<file path="src/line_tx_defs.svh">
// constants for the transmit input gating of the line interface
// assumes inclusion by bare name from the design files
`ifndef LINE_TX_DEFS_SVH
`define LINE_TX_DEFS_SVH

// number of line channels
`define LTX_NUM_CHANNELS    2
// synchroniser depth for pins entering the ref_clk domain
`define LTX_SYNC_STAGES     2
// reset values
`define LTX_RST_BIT         1'h0
`define LTX_RST_PAIR        2'h0
// link clock period in ns, and in reference clock cycles at 100 MHz
`define LTX_LINK_PERIOD_NS  160
`define LTX_REF_PERIOD_NS   10
`define LTX_LINK_CYCLES     (`LTX_LINK_PERIOD_NS / `LTX_REF_PERIOD_NS)

`endif

</file>
<file path="src/line_tx_pkg.sv">
// types shared by the transmit input gating files
// assumes nothing beyond a SystemVerilog compiler
package line_tx_pkg;

   // which edge of the transmit clock captures the rail data
   typedef enum logic {
      EDGE_FALLING,
      EDGE_RISING
   } edge_sel_t;

endpackage

</file>
<file path="src/rail_sampler.sv">
// one channel's transmit clock edge finder and rail data capture
// assumes pins are asynchronous to ref_clk and the link clock is far slower
`timescale 1ns/1ns
`include "line_tx_defs.svh"

module rail_sampler (
   // clock and reset
   input  wire logic                  ref_clk,
   input  wire logic                  reset,
   // pins from the terminal equipment
   input  wire logic                  clk_pin,
   input  wire logic                  pos_pin,
   input  wire logic                  neg_pin,
   // configuration
   input  wire line_tx_pkg::edge_sel_t edge_sel,
   // captured data
   output logic                       strobe_q,
   output logic                       pos_q,
   output logic                       neg_q
);
   import line_tx_pkg::*;

   logic clk_s1_q;
   logic clk_s2_q;
   logic clk_s3_q;
   logic pos_s1_q;
   logic pos_s2_q;
   logic neg_s1_q;
   logic neg_s2_q;
   logic rise_d;
   logic fall_d;
   logic take_d;

   // clock and data share the same synchroniser depth so they stay aligned
   always_ff @(posedge ref_clk) begin
      if (reset) begin
         clk_s1_q <= `LTX_RST_BIT;
         clk_s2_q <= `LTX_RST_BIT;
         clk_s3_q <= `LTX_RST_BIT;
         pos_s1_q <= `LTX_RST_BIT;
         pos_s2_q <= `LTX_RST_BIT;
         neg_s1_q <= `LTX_RST_BIT;
         neg_s2_q <= `LTX_RST_BIT;
      end else begin
         clk_s1_q <= clk_pin;
         clk_s2_q <= clk_s1_q;
         clk_s3_q <= clk_s2_q;
         pos_s1_q <= pos_pin;
         pos_s2_q <= pos_s1_q;
         neg_s1_q <= neg_pin;
         neg_s2_q <= neg_s1_q;
      end
   end

   // edge finder looks only at the second and third stages
   assign rise_d = clk_s2_q & ~clk_s3_q;
   assign fall_d = ~clk_s2_q & clk_s3_q;
   assign take_d = (edge_sel == EDGE_RISING) ? rise_d : fall_d;

   // both rails are taken on the same chosen edge
   always_ff @(posedge ref_clk) begin
      if (reset) begin
         strobe_q <= `LTX_RST_BIT;
         pos_q    <= `LTX_RST_BIT;
         neg_q    <= `LTX_RST_BIT;
      end else begin
         strobe_q <= take_d;
         if (take_d) begin
            pos_q <= pos_s2_q;
            neg_q <= neg_s2_q;
         end
      end
   end

   a_fall_capture: assert property (@(posedge ref_clk) disable iff (reset)
      (edge_sel == EDGE_FALLING) && $fell(clk_s2_q) |=> strobe_q && pos_q == $past(pos_s2_q))
      else $error("falling edge did not capture positive rail");

   a_rise_capture: assert property (@(posedge ref_clk) disable iff (reset)
      (edge_sel == EDGE_RISING) && $rose(clk_s2_q) |=> strobe_q && neg_q == $past(neg_s2_q))
      else $error("rising edge did not capture negative rail");

   a_strobe_cause: assert property (@(posedge ref_clk) disable iff (reset)
      strobe_q |-> ($past(edge_sel) == EDGE_RISING) ? $past(rise_d) : $past(fall_d))
      else $error("capture strobe without the selected edge");

endmodule

</file>
<file path="src/line_tx_input_gating.sv">
// transmit input gating of a multi channel line interface
// assumes terminal equipment logic drives the transmit clock and rails;
// the enable and clock invert pins are asynchronous, the enable bits and
// rail mode bits come from configuration logic on ref_clk
//
// Overview of operation
// - A channel's transmitter is on only when its enable bit and the enable pin are both 1.
// - Data is taken on the falling transmit clock edge by default, the source changes it on the rising edge.
// - In dual rail both rails are sampled on the selected active edge, falling or rising.
// - In single rail the negative rail is ignored and the source keeps it grounded.
// - In hardware mode a high clock invert pin moves every channel to rising edge sampling.
`timescale 1ns/1ns
`include "line_tx_defs.svh"

module line_tx_input_gating #(
   parameter int NUM_CHANNELS = `LTX_NUM_CHANNELS
) (
   // clock and reset
   input  wire logic                    ref_clk,
   input  wire logic                    reset,
   // device wide pins
   input  wire logic                    transmitter_enable,
   input  wire logic                    transmit_clock_invert,
   input  wire logic                    hardware_mode,
   // per channel configuration from on chip logic
   input  wire logic [NUM_CHANNELS-1:0] transmitter_enable_bit,
   input  wire logic [NUM_CHANNELS-1:0] single_rail_mode,
   input  wire logic [NUM_CHANNELS-1:0] host_edge_rising,
   // per channel pins from the terminal equipment
   input  wire logic [NUM_CHANNELS-1:0] transmit_clock_in,
   input  wire logic [NUM_CHANNELS-1:0] positive_rail_data_in,
   input  wire logic [NUM_CHANNELS-1:0] negative_rail_data_in,
   // line driver controls
   output logic      [NUM_CHANNELS-1:0] line_out_plus,
   output logic      [NUM_CHANNELS-1:0] line_out_plus_oe,
   output logic      [NUM_CHANNELS-1:0] line_out_minus,
   output logic      [NUM_CHANNELS-1:0] line_out_minus_oe,
   // status
   output logic      [NUM_CHANNELS-1:0] transmitter_active,
   output logic      [NUM_CHANNELS-1:0] edge_rising_status,
   output logic      [NUM_CHANNELS-1:0] data_strobe
);
   import line_tx_pkg::*;

   logic                    en_s1_q;
   logic                    en_s2_q;
   logic                    inv_s1_q;
   logic                    inv_s2_q;
   logic                    hw_s1_q;
   logic                    hw_s2_q;
   logic [NUM_CHANNELS-1:0] on_d;
   logic [NUM_CHANNELS-1:0] on_q;
   logic [NUM_CHANNELS-1:0] rise_sel_d;
   logic [NUM_CHANNELS-1:0] rise_sel_q;
   logic [NUM_CHANNELS-1:0] strobe_w;
   logic [NUM_CHANNELS-1:0] pos_w;
   logic [NUM_CHANNELS-1:0] neg_w;
   logic [NUM_CHANNELS-1:0] plus_d;
   logic [NUM_CHANNELS-1:0] plus_q;
   logic [NUM_CHANNELS-1:0] minus_d;
   logic [NUM_CHANNELS-1:0] minus_q;
   logic [NUM_CHANNELS-1:0] strobe_q;

   // device wide pins are asynchronous, so each gets two flops first
   always_ff @(posedge ref_clk) begin
      if (reset) begin
         en_s1_q  <= `LTX_RST_BIT;
         en_s2_q  <= `LTX_RST_BIT;
         inv_s1_q <= `LTX_RST_BIT;
         inv_s2_q <= `LTX_RST_BIT;
         hw_s1_q  <= `LTX_RST_BIT;
         hw_s2_q  <= `LTX_RST_BIT;
      end else begin
         en_s1_q  <= transmitter_enable;
         en_s2_q  <= en_s1_q;
         inv_s1_q <= transmit_clock_invert;
         inv_s2_q <= inv_s1_q;
         hw_s1_q  <= hardware_mode;
         hw_s2_q  <= hw_s1_q;
      end
   end

   genvar ch;
   generate
      for (ch = 0; ch < NUM_CHANNELS; ch++) begin : g_chan
         edge_sel_t edge_w;

         // transmitter on only for bit high and pin high, all other cases off
         assign on_d[ch] = transmitter_enable_bit[ch] & en_s2_q;

         // hardware mode takes the invert pin for all channels, host mode the
         // per channel bit; default of both is the falling edge
         assign rise_sel_d[ch] = hw_s2_q ? inv_s2_q : host_edge_rising[ch];

         assign edge_w = rise_sel_q[ch] ? EDGE_RISING : EDGE_FALLING;

         rail_sampler u_sampler (
            .ref_clk  (ref_clk),
            .reset    (reset),
            .clk_pin  (transmit_clock_in[ch]),
            .pos_pin  (positive_rail_data_in[ch]),
            .neg_pin  (negative_rail_data_in[ch]),
            .edge_sel (edge_w),
            .strobe_q (strobe_w[ch]),
            .pos_q    (pos_w[ch]),
            .neg_q    (neg_w[ch])
         );

         // positive line pulse follows the captured rail while on; an off
         // channel drives nothing so a redundant mate can own the line
         always_comb begin
            if (!on_d[ch]) begin
               plus_d[ch] = 1'h0;
            end else if (strobe_w[ch]) begin
               plus_d[ch] = pos_w[ch];
            end else begin
               plus_d[ch] = plus_q[ch];
            end
         end

         // single rail forces the minus side quiet whatever the pin carries,
         // so a source that fails to ground the rail cannot upset the line
         always_comb begin
            if (!on_d[ch] || single_rail_mode[ch]) begin
               minus_d[ch] = 1'h0;
            end else if (strobe_w[ch]) begin
               minus_d[ch] = neg_w[ch];
            end else begin
               minus_d[ch] = minus_q[ch];
            end
         end

         a_enable_gate: assert property (@(posedge ref_clk) disable iff (reset)
            !transmitter_enable_bit[ch] || !en_s2_q |=> !line_out_plus_oe[ch]
               && !line_out_minus_oe[ch])
            else $error("transmitter on without both bit and pin");

         a_enable_on: assert property (@(posedge ref_clk) disable iff (reset)
            transmitter_enable_bit[ch] && en_s2_q |=> line_out_plus_oe[ch]
               && line_out_minus_oe[ch] && transmitter_active[ch])
            else $error("transmitter off with bit and pin high");

         a_off_quiet: assert property (@(posedge ref_clk) disable iff (reset)
            !line_out_plus_oe[ch] |-> !line_out_plus[ch] && !line_out_minus[ch]
               && !line_out_minus_oe[ch])
            else $error("line driven while transmitter off");

         a_single_rail: assert property (@(posedge ref_clk) disable iff (reset)
            single_rail_mode[ch] |=> !line_out_minus[ch])
            else $error("negative rail reached line in single rail");

         a_hw_invert: assert property (@(posedge ref_clk) disable iff (reset)
            hw_s2_q && inv_s2_q |=> edge_rising_status[ch])
            else $error("clock invert did not select rising edge");

         a_default_fall: assert property (@(posedge ref_clk) disable iff (reset)
            !host_edge_rising[ch] && !inv_s2_q |=> !edge_rising_status[ch])
            else $error("falling edge not kept by default");

         a_plus_follows: assert property (@(posedge ref_clk) disable iff (reset)
            strobe_w[ch] && on_d[ch] |=> line_out_plus[ch] == $past(pos_w[ch]))
            else $error("positive line out missed captured data");

         a_minus_follows: assert property (@(posedge ref_clk) disable iff (reset)
            strobe_w[ch] && on_d[ch] && !single_rail_mode[ch] |=> line_out_minus[ch]
               == $past(neg_w[ch]))
            else $error("negative line out missed captured data");

         a_plus_holds: assert property (@(posedge ref_clk) disable iff (reset)
            on_d[ch] && !strobe_w[ch] |=> $stable(line_out_plus[ch]))
            else $error("positive line out moved without a capture");

         a_host_edge: assert property (@(posedge ref_clk) disable iff (reset)
            !hw_s2_q |=> edge_rising_status[ch] == $past(host_edge_rising[ch]))
            else $error("host edge choice not applied");

         a_hw_fall: assert property (@(posedge ref_clk) disable iff (reset)
            hw_s2_q && !inv_s2_q |=> !edge_rising_status[ch])
            else $error("hardware mode left falling edge without invert");

         a_strobe_on: assert property (@(posedge ref_clk) disable iff (reset)
            data_strobe[ch] |-> transmitter_active[ch])
            else $error("capture reported while transmitter off");
      end
   endgenerate

   // edge choice is held in a flop so a pin change never splits one capture
   always_ff @(posedge ref_clk) begin
      if (reset) begin
         rise_sel_q <= '0;
      end else begin
         rise_sel_q <= rise_sel_d;
      end
   end

   // transmitter state and line driver enables
   always_ff @(posedge ref_clk) begin
      if (reset) begin
         on_q <= '0;
      end else begin
         on_q <= on_d;
      end
   end

   // line data flops
   always_ff @(posedge ref_clk) begin
      if (reset) begin
         plus_q   <= '0;
         minus_q  <= '0;
         strobe_q <= '0;
      end else begin
         plus_q   <= plus_d;
         minus_q  <= minus_d;
         strobe_q <= strobe_w & on_d;
      end
   end

   // outputs straight from flops; enable high means the pin is driven
   assign line_out_plus      = plus_q;
   assign line_out_minus     = minus_q;
   assign line_out_plus_oe   = on_q;
   assign line_out_minus_oe  = on_q;
   assign transmitter_active = on_q;
   assign edge_rising_status = rise_sel_q;
   assign data_strobe        = strobe_q;

endmodule

</file>
<file path="config.mk">
export PLATFORM = sky130hd
export DESIGN_NAME = line_tx_input_gating
export DESIGN_NICKNAME = d
export VERILOG_FILES = /design/src/line_tx_pkg.sv /design/src/rail_sampler.sv /design/src/line_tx_input_gating.sv
export VERILOG_INCLUDE_DIRS = /design/src /design/src/src
export SDC_FILE = /design/constraint.sdc
export NUM_CORES = 1
export LEC_CHECK = 0
export BUFFER_PORTS_ARGS = -buffer_cell sky130_fd_sc_hd__clkbuf_2
export CORE_ASPECT_RATIO = 1.4
export CORE_MARGIN = 5
export CORE_UTILIZATION = 45
export CTS_CLUSTER_SIZE = 28
export DETAILED_ROUTE_END_ITERATION = 16
export GPL_ROUTABILITY_DRIVEN = 1
export PLACE_DENSITY = 0.77
export SETUP_SLACK_MARGIN = 0.5
export SYNTH_ARGS = -nofsm -noshare
export SYNTH_HDL_FRONTEND = slang
export SYNTH_SLANG_ARGS = --single-unit
</file>
<file path="constraint.sdc">
create_clock -name ref_clk -period 3.19 [get_ports ref_clk]
set_clock_uncertainty 0.2 [all_clocks]
set_input_delay 0.319 -clock ref_clk [delete_from_list [all_inputs] [get_ports ref_clk]]
set_output_delay 0.319 -clock ref_clk [all_outputs]
set_load 0.01 [all_outputs]
</file>
==> results.cfg, run 1 <==
[timing]
fmax_mhz = 710
whs_ns = 0.00902
slew_headroom = 0.644
period_share = 0.441
finalHoldViolCount = 0
fin_crit_ns = 1.41
setup_violations = 0
tns_ns = 0
drv_slew = 0
rsz0062_at_grt = no
worst-slew-pin-transition_ns = 0.534
fin_ws_ns = 1.78

[final_layout]
n_antenna_cell = 0
layout-area-overhead-vs-synth_pct = 22.0
final_util = 0.560
multi_input_area_um2 = 400
num-fill-cells = 242
fin_nets = 158
drive_above_1_share = 0.305
seqCellArea_um2 = 721

[pwr]
p_switching_w = 0.000152
clockPowerShare = 0.290
p_comb_frac = 0.061
swShare = 0.211
seqPwrFrac = 0.648
ir_worst_vdd_v = 0.000385
leakage_nw = 0.652
p_int_w = 0.000571
p_per_area_nw_per_um2 = 499

[die]
start_util = 0.459
die_area_um2 = 3780
core_area_um2 = 2590
die_w_um = 53.4
pin_count = 31
die_h_um = 70.8
num_rows = 22

[routing]
drtIter0Drc = 3
vias = 763
drt-total-wl_mm = 1.79
drc = 0
viasPerCell = 4.31
detail_route.wl_per_cell_um = 10.1
final_antenna_net_count = 0
drt_first_pass_iters = 3

[global_route]
grt_pass1_wl_mm = 2.90
groute.usage.overall = 0.108
grt_pass1_vias = 742
antenna_found_initial = 0
grt_max_degree = 34
grt_overflow = 0

[yosys]
netlist.area_leader.share = 0.606
synthCells = 105
syn-num-nets = 122
synthArstFlopShare = 0
synth.distinct_cells = 15
yosysMostFrequentCell = dfxtp_1
ys_warn_count = 0
synth_edf_count = 0
yosys.area.top_type = dfxtp_1
synthTopCellsByCount = dfxtp_1 (36), nor2b_1 (22), nand2b_1 (10)
synth_ff_type = dfxtp_1
synth_seq_cells = 36
synth_seq_area_share = 0.606
syn_area_um2 = 1190
synthTopCellsByArea = dfxtp_1 (61%), nor2b_1 (12%), mux2i_1 (6.7%)
syn_area_per_cell_um2 = 11.3

[clocking]
cts_sinks = 36
insertion_delay_ns = 0.32
cts_tree = done
clk_pin_slew_ns = 0.10
cts_buffers = 5
cts_htree_levels = 2
cts_buffer_depth = 2
clockRootBuffer = clkbuf_4

[setup_path]
required_ns = 2.67
crit_family = flip-flops
arrival_ns = 0.89
path_cells = clkbuf_2
critPathMaxStageDelay_ns = 0.40
cp_num_buf_inv = 1
crit_type = reg -> out
cp_max_fo = 3
slowest_stage = dfxtp_1
start_kind = flop
cp-end-kind = output pin

[placement]
dp_hpwl_mm = 1.29
gp_congestion = 0.645
io_buffer_count = 30
dpl_worst_slack_ns = 1.70

[worst_hold_path]
hp-class = in -> reg

[flow_run]
cap_violations = 0

[status]
status = finished, final reports clean
==> path summary, 6_finish.rpt <==
path / startpoint / to / slack (ns) / cells past startpoint
hold reg to reg: g_chan[1].u_sampler.pos_s1_q / g_chan[1].u_sampler.pos_s2_q / 0.24 / 1
hold / removal: transmit_clock_in[0] / g_chan[0].u_sampler.clk_s1_q / 0.009 / 2
setup / recovery: edge_rising_status[1] / edge_rising_status[1] / 1.78 / 1
setup reg to reg: g_chan[1].u_sampler.clk_s2_q / g_chan[1].u_sampler.pos_q / 2.04 / 3
==> sequential cells by signal, summed over array words and instances, names as in the netlist, 2 cells and up <==
name	count
data_strobe	2
g_chan.u_sampler.neg_s2_q	2
line_out_minus	2
line_out_plus	2
g_chan.u_sampler.clk_s2_q	2
g_chan.u_sampler.pos_q	2
g_chan.u_sampler.neg_q	2
g_chan.u_sampler.pos_s1_q	2
g_chan.u_sampler.pos_s2_q	2
line_out_minus_oe	2
g_chan.u_sampler.strobe_q	2
g_chan.u_sampler.clk_s3_q	2
g_chan.u_sampler.clk_s1_q	2
edge_rising_status	2
g_chan.u_sampler.neg_s1_q	2
==> cells in the final DEF, fill, tap and decap left out <==
cell,netlist,final
clkinv_2,0,1
clkbuf_1,0,1
clkbuf_4,0,5
nor3_2,2,2
a21oi_2,2,2
dlygate4sd3_1,0,8
inv_1,2,2
nand2_1,3,3
nor2b_2,1,1
nor2b_1,22,22
a21oi_1,2,2
and3_1,2,2
clkbuf_2,0,30
dfxtp_1,36,36
nand2b_1,10,10
mux2i_1,8,8
nor2_1,4,4
nor3b_2,2,2
==> through the flow <==
stage | power (W) | cell area (um^2) | std cells
2_1_floorplan | 0.000504 | 1190 | 105
4_1_cts | 0.000732 | 1430 | 175
3_3_place_gp | 0.000515 | 1320 | 162
5_1_grt | 0.000766 | 1450 | 177
6_report | 0.000724 | 1450 | 177
3_5_place_dp | 0.000517 | 1320 | 162
==> routing by layer <==
metal / track usage / wire (um) / vias up
li1: - / - / 396
met1: 0.0914 / 613 / 335
met2: 0.194 / 971 / 28
met3: 0.0589 / 184 / 4
met4: 0.0511 / 20 / 0
met5: 0 / 0 / -
==> repair_timing <==
item | in CTS | in global routing
hold buffers | 6 | 2
resized for setup | 0 | 0
hold endpoints to repair | 6 | 2
setup buffers | 0 | 0
==> final cells by class <==
type,count,share of cell area
sequential,36,0.497
clock buffer,6,0.0285
timing repair buffer,38,0.159
clock inverter,1,0.00345
multi-input combinational,58,0.276
tap,36,0.0311
inverter,2,0.00518
==> worst register-to-register path, stage by stage, from the launching register on <==
cell	delay, ns
dfxtp_1	0.33
nor2b_1	0.14
a21oi_2	0.21
mux2i_1	0.20
==> cell families after synthesis <==
| logic type | count (synthesis) | share of synthesized area |
|---|---|---|
| compound gates | 4 | 0.0232 |
| simple gates | 46 | 0.246 |
| flops | 36 | 0.606 |
| mux | 8 | 0.0674 |
| buf+inv | 11 | 0.0568 |
==> power by group through the flow <==
stage | registers [W] | logic (W) | clock network, W
after detailed placement | 0.000480 | 0.0000372 | 0
after global placement | 0.000479 | 0.0000356 | 0
final | 0.000469 | 0.0000443 | 0.000210
after CTS | 0.000470 | 0.0000430 | 0.000220
after floorplan | 0.000478 | 0.0000256 | 0
after global routing | 0.000471 | 0.0000494 | 0.000245
Note: power is estimated with default switching activity, not from simulation.
==> inputs of run 2 (changes only) <==
==> constraint.sdc (replaced) <==
create_clock -name ref_clk -period 1.3 [get_ports ref_clk]
set_clock_uncertainty 0.2 [all_clocks]
set_input_delay 0.13 -clock ref_clk [delete_from_list [all_inputs] [get_ports ref_clk]]
set_output_delay 0.13 -clock ref_clk [all_outputs]
set_load 0.01 [all_outputs]
==> run 2 against run 1 <==
- non-clock buffer count stayed put
- largest cell class unchanged
- die area stayed put
- clock power grew to 3.0 times the previous value
- final area is 11% higher
- wire length is 12% higher
- sequential share of layout area is 3.4 points lower
- count of clock-buffer cells in the layout is 1 higher
- power grew to 2.7 times the previous value
- setup slack worse by 1.6 ns
- the run now ends with hold timing left
==> results.cfg, run 2 (same netlist as run 1, synthesis figures left out) <==
[pwr]
ir_worst_vdd_v = 0.000743
leakage_nw = 0.706
p_per_area_nw_per_um2 = 1190

[timing]
fmax_mhz = 870
fin_crit_ns = 1.15
tns_ns = 0
period_share = 0.884
slew_headroom = 0.770
whs_ns = -0.254
setup_violations = 0
rsz0062_at_grt = yes
drv_slew = 0
finalHoldViolCount = 20
worst-slew-pin-transition_ns = 0.345

[global_route]
groute.usage.overall = 0.118
antenna_found_initial = 0
grtUsageMet1 = 0.127
grt_max_degree = 18
grt-busiest-layer = met2
grt_pass1_wl_mm = 3.20
grt_overflow = 0
use_met3 = 0.0463
grt_util_met2 = 0.187
grt_pass1_vias = 768

[final_layout]
multi_input_area_um2 = 485
seqCellArea_um2 = 747
final_cell_mix = nor2b_1 (19), dfxtp_1 (19), clkbuf_2 (16)
num-fill-cells = 224
drive_above_1_share = 0.567
fin_nets = 158
n_antenna_cell = 0
layout-area-overhead-vs-synth_pct = 35.8

[setup_path]
cp_num_buf_inv = 1
crit_family = flip-flops
critPathMaxStageDelay_ns = 0.37
start_kind = flop
arrival_ns = 0.82
slowest_stage = dfxtp_4
required_ns = 0.97
crit_type = reg -> out
rrSetupSlack_ns = 0.15
cp-end-kind = output pin
path_cells = buf_6
cp_max_fo = 3

[clocking]
clk_pin_slew_ns = 0.10
cts_sinks = 36
insertion_delay_ns = 0.33
clockRootBuffer = clkbuf_4
cts_htree_levels = 2
cts_buffer_depth = 2
cts_tree = done
cts_buffers = 5

[placement]
io_buffer_count = 30
gp_congestion = 0.604

[routing]
detail_route.wl_per_cell_um = 11.3
final_antenna_net_count = 0
drt-total-wl_mm = 2.00
drt_first_pass_iters = 4
drtIter0Drc = 4
vias = 782
viasPerCell = 4.42
drc = 0

[worst_hold_path]
hp-class = in -> reg

[status]
failed_checks = hold timing
status = complete, but fails checks

[die]
die_h_um = 70.8
num_rows = 22
start_util = 0.459
pin_count = 31
die_w_um = 53.4
core_area_um2 = 2590
die_area_um2 = 3780

[flow_run]
cap_violations = 0
==> run 2: cell types whose count changed in the layout (fill, tap and decap cells not counted), moves of 4 or more <==
cell,delta
buf_6,+9
nor2b_4,+4
buf_4,+7
clkbuf_2,-14
dfxtp_1,-17
buf_2,+6
dfxtp_2,+15
dlygate4sd3_1,-8
==> run 2: timing repair <==
item	in CTS	in global routing
gates resized for setup	13	39
hold endpoints to repair	25	20
endpoints found under the setup margin	30	31
pin swaps	4	3
buffers inserted	4	2
==> run 2: path summary, 6_finish.rpt <==
kind / cells after the start / endpoint / startpoint
max: 1 / edge_rising_status[1] / edge_rising_status[1]
min: 2 / line_out_minus[0] / single_rail_mode[0]
max reg2reg: 3 / g_chan[0].u_sampler.pos_q / g_chan[0].u_sampler.clk_s3_q
min reg2reg: 1 / g_chan[1].u_sampler.clk_s2_q / g_chan[1].u_sampler.clk_s1_q
==> run 2: cell type report <==
| type | count | share of cell area |
|---|---|---|
| well taps | 36 | 0.0279 |
| flip-flops and latches | 36 | 0.463 |
| inverters | 2 | 0.00465 |
| multi-input cells | 58 | 0.301 |
| repair buffers | 38 | 0.164 |
| clock buffers | 7 | 0.0403 |
==> run 2: layer usage <==
metal | vias up | routed length, um
li1 | 397 | -
met5 | - | 0
met1 | 349 | 801
met3 | 5 | 152
met2 | 31 | 1010
met4 | 0 | 44
==> run 2: power breakdown <==
| part | switching, W | internal (W) | total [W] |
|---|---|---|---|
| Clock | 0.000331 | 0.000307 | 0.000637 |
| Combinational | 0.0000529 | 0.0000768 | 0.000130 |
| Sequential | 0.0000197 | 0.00114 | 0.00116 |
==> run 2: per-stage QoR <==
step	setup WS [ns]	std cells	power (W)	area [um^2]	utilization
6_report	0.151	177	0.00192	1610	0.624
5_1_grt	0.105	177	0.00202	1610	0.624
4_1_cts	0.120	175	0.00193	1490	0.575
3_5_place_dp	0.167	164	0.00128	1360	0.524
3_3_place_gp	0.221	164	0.00127	1360	0.524
2_1_floorplan	0.240	105	0.00124	1210	-
